File: src/design/serial_ch1_pkg.sv
// Purpose: Shared constants and types for the channel 1 serial control and framing block.
// Assumes: One 10 MHz clock, 32-bit Avalon-MM register access, word-aligned registers.
// Notes:   Register offsets are byte addresses derived from register indices.
`default_nettype none
package serial_ch1_pkg;
  localparam int          CLK_HZ          = 10_000_000;
  localparam int          BAUD_HZ         = 9_600;
  localparam logic [15:0] BIT_CYCLES      = 16'(CLK_HZ / BAUD_HZ);
  localparam logic [15:0] HALF_CYCLES     = 16'(CLK_HZ / BAUD_HZ / 2);
  localparam logic [4:0]  IDX_CTRL_A      = 5'h01;
  localparam logic [4:0]  IDX_CTRL_B      = 5'h02;
  localparam logic [4:0]  IDX_TX_DATA     = 5'h04;
  localparam logic [4:0]  IDX_RX_DATA     = 5'h05;
  localparam logic [4:0]  IDX_STATUS      = 5'h06;
  localparam logic [4:0]  IDX_IRQ_STAT    = 5'h07;
  localparam logic [4:0]  IDX_IRQ_MASK    = 5'h08;
  localparam logic [4:0]  IDX_CONTROL     = 5'h09;
  localparam logic [6:0]  OFF_CTRL_A      = {IDX_CTRL_A, 2'b00};
  localparam logic [6:0]  OFF_CTRL_B      = {IDX_CTRL_B, 2'b00};
  localparam logic [6:0]  OFF_TX_DATA     = {IDX_TX_DATA, 2'b00};
  localparam logic [6:0]  OFF_RX_DATA     = {IDX_RX_DATA, 2'b00};
  localparam logic [6:0]  OFF_STATUS      = {IDX_STATUS, 2'b00};
  localparam logic [6:0]  OFF_IRQ_STAT    = {IDX_IRQ_STAT, 2'b00};
  localparam logic [6:0]  OFF_IRQ_MASK    = {IDX_IRQ_MASK, 2'b00};
  localparam logic [6:0]  OFF_CONTROL     = {IDX_CONTROL, 2'b00};
  localparam int          A_WAKE          = 7;
  localparam int          A_RX_ON         = 6;
  localparam int          A_TX_ON         = 5;
  localparam int          A_CLK_OFF       = 4;
  localparam int          A_ADDR_ERR      = 3;
  localparam int          A_WIDTH         = 2;
  localparam int          A_PARITY        = 1;
  localparam int          A_STOP          = 0;
  localparam int          B_ADDR_TX       = 7;
  localparam int          B_MULTI         = 6;
  localparam int          B_ODD           = 4;
  localparam logic [7:0]  CTRL_A_RESET    = 8'h00;
  localparam logic [7:0]  CTRL_B_RESET    = 8'h07;
  localparam int          ST_RX_FULL      = 0;
  localparam int          ST_TX_EMPTY     = 1;
  localparam int          ST_OVERRUN      = 2;
  localparam int          ST_FRAMING      = 3;
  localparam int          ST_PARITY       = 4;
  localparam logic [31:0] UNMAPPED_DATA   = 32'h0000_0000;
  typedef struct packed {
    logic       width8;
    logic       parity_on;
    logic       stop2;
    logic       multi;
    logic       odd;
    logic       addr_bit;
  } frame_cfg_t;
  typedef struct packed {
    logic       done;
    logic [7:0] data;
    logic       addr_bit;
    logic       parity_bad;
    logic       stop_bad;
  } rx_result_t;
endpackage
`default_nettype wire

File: src/design/serial_bit_timer.sv
// Purpose: Bit-period timer shared by receiver and transmitter.
// Assumes: Restart reloads the count; a tick pulses when the count expires.
// Notes:   Reloads itself after each tick so a whole frame runs on one restart.
`default_nettype none
module serial_bit_timer
  import serial_ch1_pkg::*;
(
  input  wire logic        core_clk,
  input  wire logic        rst,
  input  wire logic        run,
  input  wire logic        restart,
  input  wire logic [15:0] first_len,
  output logic             tick
);
  logic [15:0] cnt_q;
  always_ff @(posedge core_clk) begin
    if (rst || !run) begin
      cnt_q <= 16'h0000;
      tick  <= 1'b0;
    end else if (restart) begin
      cnt_q <= first_len - 16'h0001;
      tick  <= 1'b0;
    end else if (cnt_q == 16'h0000) begin
      cnt_q <= BIT_CYCLES - 16'h0001;
      tick  <= 1'b1;
    end else begin
      cnt_q <= cnt_q - 16'h0001;
      tick  <= 1'b0;
    end
  end
endmodule // serial_bit_timer
`default_nettype wire

File: src/design/serial_ch1_ctrl.sv
// Purpose: Channel 1 serial control, framing, receive filter and register file.
// Assumes: Avalon-MM slave with waitrequest; one answer cycle per access.
// Notes:   Baud generation is a fixed bit timer; clock source bits are stored only.
//
// Our own choice: register access over Avalon-MM.
`default_nettype none
// Summary of operation
// Multi-node format with wake filter: only address-flagged characters touch receive and error flags.
// Multi-node format without filter: every character updates receive and error flags.
// Without multi-node format the wake filter bit is ignored.
// Receiver enable starts reception; clearing aborts it and keeps flags.
// Receiver enable cleared by reset and by the I/O halt state.
// Transmitter enable starts sending; clearing aborts it and keeps empty flag.
// Transmitter enable cleared by reset and by the I/O halt state.
// Clock-pin off bit selects DMA end or channel serial clock on shared pin.
// In multi-node format bit 3 reads the last received address flag.
// Writing zero to bit 3 clears overrun, framing and parity faults.
// Bit 3 has no defined reset value; nothing relies on it.
// Format field picks data width, parity enable and stop count.
// Frame is start, data, optional parity, stops; all eight formats legal.
// Second control register resets clock selects high, others low.
// Multi-node frame carries an address flag bit and never parity.
// Parity sense bit picks even at zero, odd at one.
// Parity covers data bits only; mismatch sets the parity fault.
module serial_ch1_ctrl
  import serial_ch1_pkg::*;
(
  input  wire logic        core_clk,
  input  wire logic        rst,
  input  wire logic        io_halt_state,
  input  wire logic [6:0]  avs_address,
  input  wire logic        avs_read,
  input  wire logic        avs_write,
  input  wire logic [31:0] avs_writedata,
  input  wire logic [3:0]  avs_byteenable,
  output logic [31:0]      avs_readdata,
  output logic             avs_waitrequest,
  input  wire logic        rx_pin,
  output logic             tx_pin,
  input  wire logic        ch1_serial_clk_in,
  input  wire logic        dma_end_in,
  output logic             ch1_serial_clk_out,
  output logic             ch1_serial_clk_oe,
  output logic             dma_end_pin,
  output logic             dma_end_oe,
  output logic             ch1_clk_seen,
  output logic             irq
);
  typedef enum {RX_IDLE, RX_START, RX_BITS, RX_STOP} rx_state_t;
  typedef enum {TX_IDLE, TX_SHIFT} tx_state_t;
  logic [7:0]  ctrl_a_q;
  logic [7:0]  ctrl_b_q;
  logic [7:0]  tx_data_q;
  logic [7:0]  rx_data_q;
  logic        addr_seen_q;
  logic        rx_full_flag;
  logic        tx_empty_flag;
  logic        overrun_flag;
  logic        framing_fault;
  logic        parity_fault;
  logic [4:0]  irq_stat_q;
  logic [4:0]  irq_mask_q;
  logic        clk_drive_q;
  logic [2:0]  rx_sync_q;
  logic        rx_line_q;
  logic [2:0]  cki_sync_q;
  rx_state_t   rx_state_q;
  tx_state_t   tx_state_q;
  logic [3:0]  rx_cnt_q;
  logic [10:0] rx_shift_q;
  logic [3:0]  tx_cnt_q;
  logic [11:0] tx_shift_q;
  logic        rx_tick;
  logic        tx_tick;
  logic        rx_restart;
  logic        tx_restart;
  logic        rx_run;
  logic        tx_run;
  logic        wr_en;
  logic        rd_en;
  frame_cfg_t  cfg;
  rx_result_t  res;
  logic [3:0]  rx_len;
  logic        accept;
  logic [31:0] rd_mux;
  logic [4:0]  events;
  logic [7:0]  ctrl_a_rd;
  logic        tx_slot;
  assign cfg.width8    = ctrl_a_q[A_WIDTH];
  assign cfg.parity_on = ctrl_a_q[A_PARITY] && !ctrl_b_q[B_MULTI];
  assign cfg.stop2     = ctrl_a_q[A_STOP];
  assign cfg.multi     = ctrl_b_q[B_MULTI];
  assign cfg.odd       = ctrl_b_q[B_ODD];
  assign cfg.addr_bit  = ctrl_b_q[B_ADDR_TX];
  // Bus access decode: every request is answered on the cycle after it is seen.
  assign wr_en = avs_write && !avs_waitrequest && avs_byteenable[0];
  assign rd_en = avs_read && !avs_waitrequest;
  always_ff @(posedge core_clk) begin
    if (rst) begin
      avs_waitrequest <= 1'b1;
    end else if ((avs_read || avs_write) && avs_waitrequest) begin
      avs_waitrequest <= 1'b0;
    end else begin
      avs_waitrequest <= 1'b1;
    end
  end
  // format field
  // receiver forced off
  // transmitter forced off
  always_ff @(posedge core_clk) begin
    if (rst) begin
      ctrl_a_q <= CTRL_A_RESET;
    end else begin
      if (wr_en && avs_address == OFF_CTRL_A) begin
        ctrl_a_q <= avs_writedata[7:0];
      end
      if (io_halt_state) begin
        ctrl_a_q[A_RX_ON] <= 1'b0;
        ctrl_a_q[A_TX_ON] <= 1'b0;
      end
    end
  end
  // second register reset
  always_ff @(posedge core_clk) begin
    if (rst) begin
      ctrl_b_q <= CTRL_B_RESET;
    end else if (wr_en && avs_address == OFF_CTRL_B) begin
      ctrl_b_q <= avs_writedata[7:0];
    end
  end
  always_ff @(posedge core_clk) begin
    if (rst) begin
      irq_mask_q  <= 5'h00;
      clk_drive_q <= 1'b0;
    end else if (wr_en && avs_address == OFF_IRQ_MASK) begin
      irq_mask_q <= avs_writedata[4:0];
    end else if (wr_en && avs_address == OFF_CONTROL) begin
      clk_drive_q <= avs_writedata[0];
    end
  end
  // Three-stage input synchronisers; a receive line change counts when stages two and three agree, clock seen needs both high.
  always_ff @(posedge core_clk) begin
    if (rst) begin
      rx_sync_q  <= 3'b111;
      rx_line_q  <= 1'b1;
      cki_sync_q <= 3'b000;
    end else begin
      rx_sync_q  <= {rx_sync_q[1:0], rx_pin};
      cki_sync_q <= {cki_sync_q[1:0], ch1_serial_clk_in};
      if (rx_sync_q[2] == rx_sync_q[1]) begin
        rx_line_q <= rx_sync_q[1];
      end
    end
  end
  // frame length
  // address bit slot
  assign rx_len = 4'd7 + {3'b000, cfg.width8} + {3'b000, cfg.parity_on} + {3'b000, cfg.multi};
  assign rx_run = ctrl_a_q[A_RX_ON];
  assign rx_restart = rx_run && rx_state_q == RX_IDLE && !rx_line_q;
  serial_bit_timer u_rx_timer (
    .core_clk  (core_clk),
    .rst       (rst),
    .run       (rx_run),
    .restart   (rx_restart),
    .first_len (HALF_CYCLES),
    .tick      (rx_tick)
  );
  // receiver abort
  always_ff @(posedge core_clk) begin
    if (rst || !rx_run) begin
      rx_state_q <= RX_IDLE;
      rx_cnt_q   <= 4'h0;
      rx_shift_q <= 11'h000;
    end else begin
      case (rx_state_q)
        RX_IDLE: begin
          if (rx_restart) begin
            rx_state_q <= RX_START;
          end
        end
        RX_START: begin
          if (rx_tick) begin
            rx_state_q <= rx_line_q ? RX_IDLE : RX_BITS;
            rx_cnt_q   <= 4'h0;
          end
        end
        RX_BITS: begin
          if (rx_tick) begin
            rx_shift_q[rx_cnt_q] <= rx_line_q;
            rx_cnt_q             <= rx_cnt_q + 4'h1;
            if (rx_cnt_q == rx_len - 4'h1) begin
              rx_state_q <= RX_STOP;
            end
          end
        end
        RX_STOP: begin
          if (rx_tick) begin
            rx_state_q <= RX_IDLE;
          end
        end
        default: rx_state_q <= RX_IDLE;
      endcase
    end
  end
  // parity over data only
  // parity sense
  always_comb begin
    res.done       = rx_run && rx_state_q == RX_STOP && rx_tick;
    res.data       = cfg.width8 ? rx_shift_q[7:0] : {1'b0, rx_shift_q[6:0]};
    res.addr_bit   = cfg.width8 ? rx_shift_q[8] : rx_shift_q[7];
    res.parity_bad = cfg.parity_on &&
                     ((^res.data ^ (cfg.width8 ? rx_shift_q[8] : rx_shift_q[7])) != cfg.odd);
    res.stop_bad   = !rx_line_q;
  end
  // wake filter
  // unfiltered update
  // filter ignored
  assign accept = res.done && (!(cfg.multi && ctrl_a_q[A_WAKE]) || res.addr_bit);
  // Clears from software lose to a simultaneous hardware set.
  // error clear
  always_ff @(posedge core_clk) begin
    if (rst) begin
      rx_full_flag  <= 1'b0;
      overrun_flag  <= 1'b0;
      framing_fault <= 1'b0;
      parity_fault  <= 1'b0;
      rx_data_q     <= 8'h00;
    end else begin
      if (wr_en && avs_address == OFF_CTRL_A && !avs_writedata[A_ADDR_ERR]) begin
        overrun_flag  <= 1'b0;
        framing_fault <= 1'b0;
        parity_fault  <= 1'b0;
      end
      if (rd_en && avs_address == OFF_RX_DATA) begin
        rx_full_flag <= 1'b0;
      end
      if (accept) begin
        rx_full_flag <= 1'b1;
        rx_data_q    <= res.data;
        if (rx_full_flag) begin
          overrun_flag <= 1'b1;
        end
        if (res.parity_bad) begin
          parity_fault <= 1'b1;
        end
        if (res.stop_bad) begin
          framing_fault <= 1'b1;
        end
      end
    end
  end
  // last address flag
  // no reset value needed
  always_ff @(posedge core_clk) begin
    if (accept || (res.done && cfg.multi)) begin
      addr_seen_q <= res.addr_bit;
    end
  end
  assign tx_run     = ctrl_a_q[A_TX_ON];
  assign tx_restart = tx_run && tx_state_q == TX_IDLE && !tx_empty_flag;
  assign tx_slot    = cfg.multi ? cfg.addr_bit :
                      (!cfg.parity_on || (^(cfg.width8 ? tx_data_q : {1'b0, tx_data_q[6:0]}) ^ cfg.odd));
  serial_bit_timer u_tx_timer (
    .core_clk  (core_clk),
    .rst       (rst),
    .run       (tx_run),
    .restart   (tx_restart),
    .first_len (BIT_CYCLES),
    .tick      (tx_tick)
  );
  // transmitter abort
  // transmit framing
  always_ff @(posedge core_clk) begin
    if (rst || !tx_run) begin
      tx_state_q <= TX_IDLE;
      tx_cnt_q   <= 4'h0;
      tx_shift_q <= 12'hfff;
      tx_pin     <= 1'b1;
    end else begin
      case (tx_state_q)
        TX_IDLE: begin
          tx_pin <= 1'b1;
          if (tx_restart) begin
            tx_state_q <= TX_SHIFT;
            tx_pin     <= 1'b0;
            tx_cnt_q   <= rx_len + {3'b000, cfg.stop2} + 4'h2;
            if (cfg.width8) begin
              tx_shift_q <= {2'b11, tx_slot, tx_data_q, 1'b0};
            end else begin
              tx_shift_q <= {3'b111, tx_slot, tx_data_q[6:0], 1'b0};
            end
          end
        end
        TX_SHIFT: begin
          if (tx_tick) begin
            tx_shift_q <= {1'b1, tx_shift_q[11:1]};
            tx_pin     <= tx_shift_q[1];
            tx_cnt_q   <= tx_cnt_q - 4'h1;
            if (tx_cnt_q == 4'h1) begin
              tx_state_q <= TX_IDLE;
              tx_pin     <= 1'b1;
            end
          end
        end
        default: tx_state_q <= TX_IDLE;
      endcase
    end
  end
  always_ff @(posedge core_clk) begin
    if (rst) begin
      tx_empty_flag <= 1'b1;
      tx_data_q     <= 8'h00;
    end else if (wr_en && avs_address == OFF_TX_DATA) begin
      tx_data_q     <= avs_writedata[7:0];
      tx_empty_flag <= 1'b0;
    end else if (tx_restart) begin
      tx_empty_flag <= 1'b1;
    end
  end
  // shared pin select
  always_ff @(posedge core_clk) begin
    if (rst) begin
      ch1_serial_clk_out <= 1'b0;
      ch1_serial_clk_oe  <= 1'b0;
      dma_end_pin        <= 1'b0;
      dma_end_oe         <= 1'b0;
      ch1_clk_seen       <= 1'b0;
    end else begin
      ch1_serial_clk_out <= tx_tick;
      ch1_serial_clk_oe  <= !ctrl_a_q[A_CLK_OFF] && clk_drive_q;
      dma_end_pin        <= dma_end_in;
      dma_end_oe         <= ctrl_a_q[A_CLK_OFF];
      ch1_clk_seen       <= !ctrl_a_q[A_CLK_OFF] && cki_sync_q[2] && cki_sync_q[1];
    end
  end
  assign events = {parity_fault, framing_fault, overrun_flag, tx_empty_flag, accept};
  always_ff @(posedge core_clk) begin
    if (rst) begin
      irq_stat_q <= 5'h00;
      irq        <= 1'b0;
    end else begin
      irq_stat_q <= (wr_en && avs_address == OFF_IRQ_STAT) ?
                    ((irq_stat_q & ~avs_writedata[4:0]) | events) : (irq_stat_q | events);
      irq        <= |(irq_stat_q & irq_mask_q);
    end
  end
  assign ctrl_a_rd = {ctrl_a_q[7:4], cfg.multi ? addr_seen_q : 1'b0, ctrl_a_q[2:0]};
  always_comb begin
    case (avs_address)
      OFF_CTRL_A:   rd_mux = {24'h000000, ctrl_a_rd};
      OFF_CTRL_B:   rd_mux = {24'h000000, ctrl_b_q};
      OFF_TX_DATA:  rd_mux = {24'h000000, tx_data_q};
      OFF_RX_DATA:  rd_mux = {24'h000000, rx_data_q};
      OFF_STATUS:   rd_mux = {27'h0000000, parity_fault, framing_fault, overrun_flag, tx_empty_flag, rx_full_flag};
      OFF_IRQ_STAT: rd_mux = {27'h0000000, irq_stat_q};
      OFF_IRQ_MASK: rd_mux = {27'h0000000, irq_mask_q};
      OFF_CONTROL:  rd_mux = {31'h00000000, clk_drive_q};
      default:      rd_mux = UNMAPPED_DATA;
    endcase
  end
  always_ff @(posedge core_clk) begin
    if (rst) begin
      avs_readdata <= 32'h0000_0000;
    end else if (avs_read && avs_waitrequest) begin
      avs_readdata <= rd_mux;
    end
  end
endmodule // serial_ch1_ctrl
`default_nettype wire

File: config.mk
export PLATFORM = sky130hd
export DESIGN_NAME = serial_ch1_ctrl
export DESIGN_NICKNAME = d
export VERILOG_FILES = /design/src/design/serial_ch1_pkg.sv /design/src/design/serial_bit_timer.sv /design/src/design/serial_ch1_ctrl.sv
export SDC_FILE = /design/constraint.sdc
export NUM_CORES = 1
export LEC_CHECK = 0
export ABC_AREA = 1
export BUFFER_PORTS_ARGS = -buffer_cell sky130_fd_sc_hd__buf_4
export CORE_AREA = 2 2 129 131
export DETAILED_ROUTE_END_ITERATION = 10
export DIE_AREA = 0 0 131 133
export PLACE_DENSITY = 0.74
export SLEW_MARGIN = 10
export SYNTH_ARGS = -nofsm -noshare
export SYNTH_HDL_FRONTEND = slang
export SYNTH_HIERARCHICAL = 1
export SYNTH_SLANG_ARGS = --single-unit
export TNS_END_PERCENT = 50
File: constraint.sdc
create_clock -name core_clk -period 3.7 [get_ports core_clk]
set_input_delay 0.185 -clock core_clk [delete_from_list [all_inputs] [get_ports core_clk]]
set_output_delay 0.185 -clock core_clk [all_outputs]
set_load 0.01 [all_outputs]
==> impl_metrics.csv, run 1 <==
group,metric,value,unit
yosys,seq_area_frac_synth,34.08,%
sta,worst_slew_pin_slew,960.8,ps
finish,n_antenna_cell,0,
pwr,sw_frac_of_total,25.44,%
routing,vias_per_cell,4.836,
yosys,synth_top_family_by_area,"simple AND/OR/NAND/NOR gates",
critical_path,cp-start-kind,"flop",
floorplan,dieArea,17420,um^2
clock_network,clock_latency,410,ps
sta,timing.final.ws_setup,1353,ps
routing,drt_iter0_markers,616,
pwr,p_seq_share,43.8,%
yosys,yosysTopAreaCell,"dfxtp_1",
critical_path,crit_start,"ctrl_a_q[2]$_SDFFE_PP0P_",
sta,fin_crit_sh,63.42,%
yosys,ys_ff_latch,134,
critical_path,r2r_setup_slack,1350,ps
routing,ant_nets,0,
critical_path,crit_path_end,"tx_cnt_q[1]$_SDFFE_PP0P_",
clock_network,clock-sinks,134,
clock_network,clkTransAtPathRegs,60,ps
finish,utilization,57.55,%
yosys,synth-edff-count,1,
placed_design,pre_cts_ws,1372,ps
pwr,p_total,3.311,mW
placed_design,dpl.cell_count,1493,
pwr,p_sw,0.8423,mW
clock_network,cts_resized,0,
yosys,ys_warn_count,6,
sta,holdWs,12.06,ps
placed_design,gp_congestion,0.9253,
critical_path,critPathRequiredTime,3980,ps
sta,setup_violations,0,
clock_network,cts_root_buffer,"clkbuf_16",
clock_network,post-cts-setup-buffer-count,0,
floorplan,rows,47,
critical_path,cp_max_fo,10,
global_routing,grt_pass1_vias,6505,
clock_network,numCtsBuffers,17,
critical_path,rr_worst_depth,7,
pwr,comb_power_share,4.5,%
floorplan,core,16170,um^2
global_routing,antenna_found_initial,0,
finish,finalInstanceArea,9306,um^2
yosys,async_flop_share,0,%
yosys,avgSynthCellArea,6.834,um^2
yosys,synth-xor-area-share,2.772,%
clock_network,h-tree-depth,4,
pwr,power_frac_clock,51.7,%
finish,nets,1364,
routing,drc_errors,0,
yosys,synth_ff_type,"dfxtp_1",
critical_path,cp-end-kind,"flop",
placed_design,placed_area,8660,um^2
finish,layout_commonest_cell,"nand2_1",
yosys,synthMuxAreaShare,0,%
critical_path,crit-reg2reg-launch,"ctrl_a_q[2]$_SDFFE_PP0P_",
clock_network,ctsHoldBuffers,4,
global_routing,grt_pass1_wl,30030,um
yosys,yosys-top-cells-area,"dfxtp_1, nand2_1, inv_1",
floorplan,dieHeight,133,um
worst_hold_path,holdCritPathClass,"input pin to flop",
pwr,max-vdd-ir-drop,0.3235,mV
sta,rsz0062_at_grt,"false",
clock_network,cts_tree,"done",
pwr,p_int,2.469,mW
finish,syn_to_final_growth,17.80,%
pwr,power.density,355.8,nW/um^2
sta,maxSlewViolCount,0,
global_routing,track_usage,21.37,%
yosys,synthAdderAreaFrac,3.009,%
sta,maxClockFrequency,426.1,MHz
finish,final_cells,1529,
sta,slew_headroom,35.55,%
yosys,synth_area,7900,um^2
critical_path,critPathKind,"flop to flop",
sta,period_needed,2347,ps
yosys,synth_cells,1156,
finish,drive_gt1_share,11.99,%
status,status,"completed",
routing,routedWlPerCell,11.92,um
critical_path,r2r-end,"tx_cnt_q[1]$_SDFFE_PP0P_",
routing,firstDrtPassIters,5,
clock_network,clockBufferDepth,2,
yosys,netlist.area_leader.share,33.70,%
finish,mostFrequentLayoutCells,"nand2_1, inv_1, dfxtp_1",
run,cap_violations,0,
global_routing,grt_max_degree,38,
pwr,p_leak,4.429,nW
sta,final.setup.tns,0,ps
critical_path,worst_ep_arrival_time,2630,ps
floorplan,die_x,131,um
yosys,netlist-cell-type-count,55,
floorplan,io_pins,91,
routing,dr_total_vias,7394,
yosys,synth_compound_area_share,14.95,%
placed_design,io_buffer_count,39,
placed_design,dpl.hpwl,13580,um
routing,totalWireLength,18230,um
yosys,yosys.area_share.simple,33.32,%
global_routing,overflow,0,
floorplan,initial_core_util,48.85,%
sta,final_hold_viol_count,0,
sta,clock_skew,11.11,ps
[flip-flops by register name (all words and copies together), names as in the netlist, 2 cells and up]
name,count
tx_cnt_q,4
rx_state_q,2
u_tx_timer/cnt_q,16
rx_data_q,8
u_rx_timer/cnt_q,16
avs_readdata,8
rx_sync_q,3
rx_shift_q,9
irq_stat_q,5
tx_shift_q,9
tx_data_q,8
irq_mask_q,5
cki_sync_q,3
rx_cnt_q,4
ctrl_b_q,8
ctrl_a_q,7
[cell usage after synthesis, drive strengths merged, types with 10 or more instances]
cell type / number
nor2: 160
o21ai: 72
nor3: 20
o211ai: 12
inv: 169
dfxtp: 133
a21oi: 95
nand4: 11
a211oi: 10
ha: 15
buf: 34
xor2: 18
nand3: 77
clkbuf: 10
nand2: 266
[layout make-up]
type	count	area (um^2)
fill	1567	6865
multi-input combinational	926	4728
sequential	134	2693
inverter	172	655.6
clock buffer	17	425.4
timing repair buffer	45	347.8
tap	220	275.3
clock inverter	15	181.4
[power by group through the flow]
| stage | combinational, mW | sequential [mW] | clock [mW] |
|---|---|---|---|
| floorplan | 0.116 | 1.48 | 0 |
| global placement | 0.135 | 1.48 | 0 |
| detailed placement | 0.136 | 1.48 | 0 |
| CTS | 0.139 | 1.45 | 1.74 |
| global route | 0.171 | 1.45 | 1.80 |
| finish | 0.148 | 1.45 | 1.71 |
[kinds of logic after synthesis]
family / count (synthesis)
buf+inv: 216
flops: 134
fa+ha+maj: 18
simple gates: 549
compound gates: 212
xor+xnor: 25
other cells: 2
[routing by layer]
metal	GRT usage, %	wire [um]
met1	30.37	8774
met5	0	0
met4	6.797	329
met3	3.033	843
met2	33.36	8283
[critical path, cell delays in order, from the launching register on]
cell and delay, ps:
dfxtp_1 320, buf_4 170, inv_1 130, fa_1 650, ha_1 210, fa_1 410, a211oi_1 270, a211oi_1 70
[worst min path at each step]
stage,startpoint,to,slack [ps],cells past startpoint
detailed placement,rx_pin,rx_sync_q[0]$_SDFF_PP1_,370,2
global route,avs_write,avs_waitrequest$_SDFF_PP1_,20,2
floorplan,rx_pin,rx_sync_q[0]$_SDFF_PP1_,290,1
finish,avs_writedata[0],ctrl_b_q[0]$_SDFFE_PP1P_,10,3
CTS,avs_write,avs_waitrequest$_SDFF_PP1_,5,2
global placement,rx_pin,rx_sync_q[0]$_SDFF_PP1_,370,2
(Power assumes the default switching activity.)
==> inputs of run 2 (changes only) <==
--- a/config.mk
+++ b/config.mk
@@ -5,12 +5,12 @@
 export SDC_FILE = /design/constraint.sdc
 export NUM_CORES = 1
 export LEC_CHECK = 0
-export ABC_AREA = 1
+export ABC_AREA = 0
 export BUFFER_PORTS_ARGS = -buffer_cell sky130_fd_sc_hd__buf_4
-export CORE_AREA = 2 2 129 131
+export CORE_AREA = 2 2 123 125
 export DETAILED_ROUTE_END_ITERATION = 10
-export DIE_AREA = 0 0 131 133
-export PLACE_DENSITY = 0.74
+export DIE_AREA = 0 0 125 127
+export PLACE_DENSITY = 0.77
 export SLEW_MARGIN = 10
 export SYNTH_ARGS = -nofsm -noshare
 export SYNTH_HDL_FRONTEND = slang
==> constraint.sdc (replaced) <==
create_clock -name core_clk -period 1.9 [get_ports core_clk]
set_input_delay 0.095 -clock core_clk [delete_from_list [all_inputs] [get_ports core_clk]]
set_output_delay 0.095 -clock core_clk [all_outputs]
set_load 0.01 [all_outputs]
==> run 2 against run 1 <==
The flow now finishes with violations (negative setup slack). Worst hold slack gained 28 ps. Highest routed layer unchanged. Final cell count is 21% lower. Maximum frequency increased by 19%.
==> impl_metrics.csv, run 2 <==
group,metric,value,unit
floorplan,dieArea,15880,um^2
finish,syn_to_final_growth,28.15,%
yosys,async_flop_share,0,%
clock_network,clockBufferDepth,2,
finish,mostFrequentLayoutCells,"conb_1, dfxtp_1, buf_4",
sta,slew_headroom,61.76,%
pwr,power.density,696.4,nW/um^2
global_routing,track_usage,22.32,%
run,cap_violations,0,
yosys,synth_most_common_cell,"dfxtp_1",
floorplan,core,14420,um^2
critical_path,critPathRequiredTime,2200,ps
placed_design,dpl.hpwl,12210,um
global_routing,grt_pass1_wl,28790,um
yosys,synth_area,7157,um^2
finish,utilization,63.58,%
yosys,ys_ff_latch,134,
yosys,yosys-top-cells-area,"dfxtp_1, mux2i_1, xnor2_1",
worst_hold_path,holdCritPathClass,"input pin to flop",
routing,drc_errors,0,
sta,setup_violations,3,
sta,worst_slew_pin_slew,572.1,ps
floorplan,initial_core_util,49.62,%
finish,multi_input_area,4649,um^2
routing,vias_per_cell,5.244,
finish,n_antenna_cell,0,
finish,finalInstanceArea,9171,um^2
placed_design,gp_congestion,0.9232,
placed_design,dpl.cell_count,1161,
sta,maxSlewViolCount,0,
sta,final.setup.tns,-154.8,ps
routing,firstDrtPassIters,5,
routing,ant_nets,0,
worst_hold_path,holdPathEnd,"avs_readdata[0]$_SDFFE_PP0P_",
yosys,yosysTopAreaCell,"dfxtp_1",
placed_design,io_buffer_count,39,
clock_network,cts_tree,"done",
sta,rsz0062_at_grt,"true",
global_routing,overflow,0,
clock_network,h-tree-depth,4,
yosys,synth_ff_type,"dfxtp_1",
clock_network,clkTransAtPathRegs,60,ps
yosys,seq_area_frac_synth,37.62,%
finish,layout_commonest_cell,"conb_1",
critical_path,crit-reg2reg-launch,"ctrl_b_q[6]$_SDFFE_PP0P_",
yosys,netlist-cell-type-count,71,
floorplan,die_x,125,um
yosys,synth_commonest_cells,"dfxtp_1, nand2_1, nor2_1",
sta,period_needed,1974,ps
finish,largestRegisters,"u_rx_timer/cnt_q x16, u_tx_timer/cnt_q x16",
worst_hold_path,holdPathStages,3,
clock_network,cts_root_buffer,"clkbuf_16",
pwr,p_leak,3.904,nW
routing,dr_total_vias,6350,
critical_path,r2r_setup_slack,-70,ps
sta,clock_skew,7.021,ps
routing,totalWireLength,17730,um
yosys,avgSynthCellArea,8.825,um^2
critical_path,r2r-end,"tx_cnt_q[2]$_SDFFE_PP0P_",
yosys,synth-edff-count,1,
sta,timing.final.ws_setup,-74.30,ps
clock_network,numCtsBuffers,17,
placed_design,placed_area,8280,um^2
yosys,ys_warn_count,6,
sta,maxClockFrequency,506.5,MHz
global_routing,grt_max_degree,32,
critical_path,worst_ep_arrival_time,2280,ps
yosys,netlist.area_leader.share,37.20,%
finish,drive_gt1_share,18.70,%
finish,seqCellArea,2703,um^2
floorplan,io_pins,91,
floorplan,dieHeight,127,um
routing,routedWlPerCell,14.64,um
pwr,max-vdd-ir-drop,0.5935,mV
critical_path,cp_max_fo,3,
status,violations,"negative setup slack",
finish,fill_cells,1248,
worst_hold_path,hold_path_startpoint,"avs_address[6]",
status,status,"finished with violations",
finish,final_cells,1211,
critical_path,cp-end-kind,"flop",
critical_path,critPathKind,"flop to flop",
critical_path,cp-start-kind,"flop",
sta,holdWs,39.86,ps
routing,drt_iter0_markers,364,
global_routing,antenna_found_initial,0,
global_routing,grt_pass1_vias,5967,
clock_network,clock-sinks,134,
sta,final_hold_viol_count,0,
yosys,synth_cells,811,
finish,nets,1083,
floorplan,rows,44,
clock_network,clock_latency,420,ps
critical_path,rr_worst_depth,8,
sta,fin_crit_sh,103.9,%
## run 2: changes by cell type after synthesis, moves of 47 or more
cell	previous run	this run
nand2_1	248	88
inv_1	152	23
a21oi_1	94	38
nor2_1	129	77
nand3_1	70	19
mux2i_1	0	47
## run 2: kinds of logic after synthesis
| logic type | share of synthesized area [%] |
|---|---|
| simple gates | 22.55 |
| mux | 8.199 |
| compound gates | 13.99 |
| flops | 37.62 |
| xor+xnor | 8.689 |
| buf+inv | 5.664 |
| other cells | 0.1049 |
| fa+ha+maj | 3.182 |
## run 2: final cells by class
class,instances,area share (%)
inverter,24,1.010
tap,184,2.510
clock inverter,8,1.078
multi-input combinational,722,50.70
clock buffer,23,5.211
timing repair buffer,116,10.03
sequential,134,29.47
## run 2: repair_timing
| item | in CTS | in global routing |
|---|---|---|
| hold endpoints to repair | 30 | 0 |
| resized for setup | 6 | 26 |
| setup buffers | 3 | 1 |
| pin swaps | 8 | 12 |
| setup endpoints to repair | 25 | 30 |
| gates cloned | 0 | 0 |
| hold buffers | 15 | 0 |
## run 2: per-stage QoR
step	setup WS, ps	total power [mW]
2_1_floorplan	-61.23	3.114
3_3_place_gp	-61.59	3.172
3_5_place_dp	-128.3	3.174
4_1_cts	-78.62	6.400
5_1_grt	-165.6	6.567
6_report	-74.30	6.387
## run 2: where the power goes
group	switching, mW	internal, mW	total, mW
sequential	0.00513	2.82	2.83
clock	1.21	2.02	3.23
combinational	0.202	0.127	0.329
total	1.42	4.97	6.39
## run 2: how the worst max path moves through the flow
stage / slack (ps) / end / cells after the start / start
6_report: -70 / tx_cnt_q[2]$_SDFFE_PP0P_ / 8 / ctrl_b_q[6]$_SDFFE_PP0P_
5_1_grt: -170 / tx_cnt_q[2]$_SDFFE_PP0P_ / 8 / ctrl_b_q[6]$_SDFFE_PP0P_
4_1_cts: -80 / tx_cnt_q[1]$_SDFFE_PP0P_ / 7 / ctrl_b_q[6]$_SDFFE_PP0P_
3_5_place_dp: -130 / tx_cnt_q[1]$_SDFFE_PP0P_ / 7 / ctrl_b_q[6]$_SDFFE_PP0P_
3_3_place_gp: -60 / tx_cnt_q[2]$_SDFFE_PP0P_ / 8 / ctrl_b_q[6]$_SDFFE_PP0P_
2_1_floorplan: -60 / tx_cnt_q[2]$_SDFFE_PP0P_ / 8 / ctrl_b_q[6]$_SDFFE_PP0P_
## run 2: critical path, cell delays in order (launching register included)
cell	delay, ps
dfxtp_2	330
inv_4	70
nand2_4	50
fa_1	460
ha_2	200
fa_1	370
o2bb2ai_1	140
a22oi_1	170
nor2_1	50
## run 2: per-layer routing
layer,GRT usage (%),part of all wire [%]
met5,0,0
met1,26.91,42
met4,9.346,2.7
met3,4.523,4.9
met2,39.00,50
==> inputs of run 3 (changes only) <==
--- a/config.mk
+++ b/config.mk
@@ -7,9 +7,9 @@
 export LEC_CHECK = 0
 export ABC_AREA = 0
 export BUFFER_PORTS_ARGS = -buffer_cell sky130_fd_sc_hd__buf_4
-export CORE_AREA = 2 2 123 125
+export CORE_AREA = 2 2 146 106
 export DETAILED_ROUTE_END_ITERATION = 10
-export DIE_AREA = 0 0 125 127
+export DIE_AREA = 0 0 148 108
 export PLACE_DENSITY = 0.77
 export SLEW_MARGIN = 10
 export SYNTH_ARGS = -nofsm -noshare
==> run 3 against run 2 <==
The flow still finishes with violations (negative setup slack). Sequential power is essentially flat. Setup slack gained 23 ps. Via count shrank 1.7%. Register-to-register slack gained 20 ps. Utilization is essentially flat. Power grew 5.5%. Global-route usage grew 0.83 points. Worst hold slack lost 40 ps. Highest routed layer unchanged.
==> impl_metrics.csv, run 3 (same netlist as run 2, synthesis figures left out) <==
group,metric,value,unit
status,status,"finished with violations",
status,violations,"negative setup slack",
placed_design,dpl.cell_count,1175,
clock_network,cts_root_buffer,"clkbuf_16",
sta,period_needed,1951,ps
critical_path,critPathRequiredTime,2190,ps
sta,maxClockFrequency,512.5,MHz
routing,vias_per_cell,5.110,
routing,drc_errors,0,
finish,fill_cells,1231,
sta,setup_violations,3,
worst_hold_path,holdPathStages,2,
floorplan,rows,37,
routing,routedWlPerCell,14.70,um
sta,fin_crit_sh,102.7,%
finish,nets,1082,
sta,clock_skew,5.705,ps
clock_network,clkTransAtPathRegs,60,ps
clock_network,clock_latency,420,ps
finish,layout_commonest_cell,"dfxtp_1",
pwr,p_total,6.737,mW
sta,slew_headroom,65.09,%
critical_path,cp_max_fo,3,
critical_path,rr_worst_depth,7,
sta,maxSlewViolCount,0,
routing,ant_nets,0,
routing,totalWireLength,17970,um
floorplan,dieHeight,108,um
clock_network,h-tree-depth,4,
sta,final_hold_viol_count,0,
worst_hold_path,holdCritPathClass,"input pin to flop",
finish,final_cells,1222,
global_routing,antenna_found_initial,0,
global_routing,overflow,0,
critical_path,cp-end-kind,"flop",
clock_network,cts_tree,"done",
run,cap_violations,0,
finish,syn_to_final_growth,28.36,%
routing,firstDrtPassIters,5,
global_routing,grt_pass1_vias,6034,
floorplan,die_x,148,um
finish,drive_gt1_share,18.21,%
routing,dr_total_vias,6245,
global_routing,grt_max_degree,30,
routing,drt_iter0_markers,476,
placed_design,io_buffer_count,39,
pwr,max-vdd-ir-drop,0.5187,mV
sta,timing.final.ws_setup,-51.07,ps
floorplan,io_pins,91,
floorplan,dieArea,15980,um^2
finish,largestRegisters,"u_rx_timer/cnt_q x16, u_tx_timer/cnt_q x16",
global_routing,grt_pass1_wl,29480,um
sta,worst_slew_pin_slew,522.4,ps
clock_network,clock-sinks,134,
sta,rsz0062_at_grt,"true",
critical_path,cp-start-kind,"flop",
clock_network,clockBufferDepth,2,
finish,mostFrequentLayoutCells,"dfxtp_1, conb_1, buf_4",
placed_design,dpl.hpwl,12820,um
critical_path,critPathKind,"flop to flop",
finish,seqCellArea,2700,um^2
critical_path,worst_ep_arrival_time,2240,ps
pwr,p_leak,3.919,nW
pwr,power.density,733.3,nW/um^2
finish,multi_input_area,4598,um^2
floorplan,core,14440,um^2
finish,n_antenna_cell,0,
clock_network,numCtsBuffers,17,
global_routing,track_usage,23.15,%
floorplan,initial_core_util,49.55,%
placed_design,gp_congestion,0.9246,
[run 3: power breakdown]
part	internal, mW	leakage (nW)	switching, mW
Combinational	0.126	2.52	0.202
Clock	2.23	0.312	1.35
Sequential	2.82	1.08	0.00525
[run 3: worst max-delay path: stages (launching register included)]
cell	delay [ps]
dfxtp_2	330
inv_4	70
nand2_4	50
fa_1	470
ha_2	210
fa_1	430
o211ai_1	180
a21oi_1	90
[run 3: routing by layer]
metal | global-route usage (%) | wire (um) | up-vias
met3 | 5.232 | 1177 | 29
li1 | - | - | 3150
met4 | 7.959 | 370 | 0
met1 | 31.79 | 8417 | 2884
met2 | 36.14 | 8000 | 182
met5 | 0 | 0 | -
[run 3: timing repair]
action | 4_1_cts | 5_1_grt
pin swaps | 4 | 7
gates resized for setup | 6 | 18
hold endpoints to repair | 27 | 0
hold buffers | 13 | 0
buffers inserted | 2 | 0
setup endpoints to repair | 14 | 30
[run 3: final timing paths]
| path | to | start | slack, ps |
|---|---|---|---|
| setup / recovery | tx_cnt_q[1]$_SDFFE_PP0P_ | ctrl_b_q[6]$_SDFFE_PP0P_ | -50 |
| hold / removal | ctrl_a_q[2]$_SDFFE_PP0P_ | rst | 0.1 |
| setup reg to reg | tx_cnt_q[1]$_SDFFE_PP0P_ | ctrl_b_q[6]$_SDFFE_PP0P_ | -50 |
| hold reg to reg | cki_sync_q[1]$_SDFF_PP0_ | cki_sync_q[0]$_SDFF_PP0_ | 440 |
[run 3: area by class of cell]
| type | instances | area share [%] |
|---|---|---|
| multi-input cells | 722 | 50.05 |
| clock buffers | 17 | 4.631 |
| well taps | 195 | 2.656 |
| inverters | 24 | 1.008 |
| clock inverters | 15 | 2.343 |
| repair buffers | 115 | 9.916 |
| flip-flops and latches | 134 | 29.39 |
[run 3: metrics by stage]
step                cell area [um^2]  setup TNS, ps  setup WS [ps]  utilization, %  hold WS (ps)
finish                          9186         -112.9         -51.07           63.60        0.1061
global route                    9186         -801.2         -162.9           63.60         1.807
CTS                             9120         -91.01         -48.25           63.14         3.377
global placement                8317         -96.85         -46.55           57.58         281.6
detailed placement              8317         -230.1         -92.27           57.58         281.1
floorplan                       7637         -121.5         -61.23               -         171.8
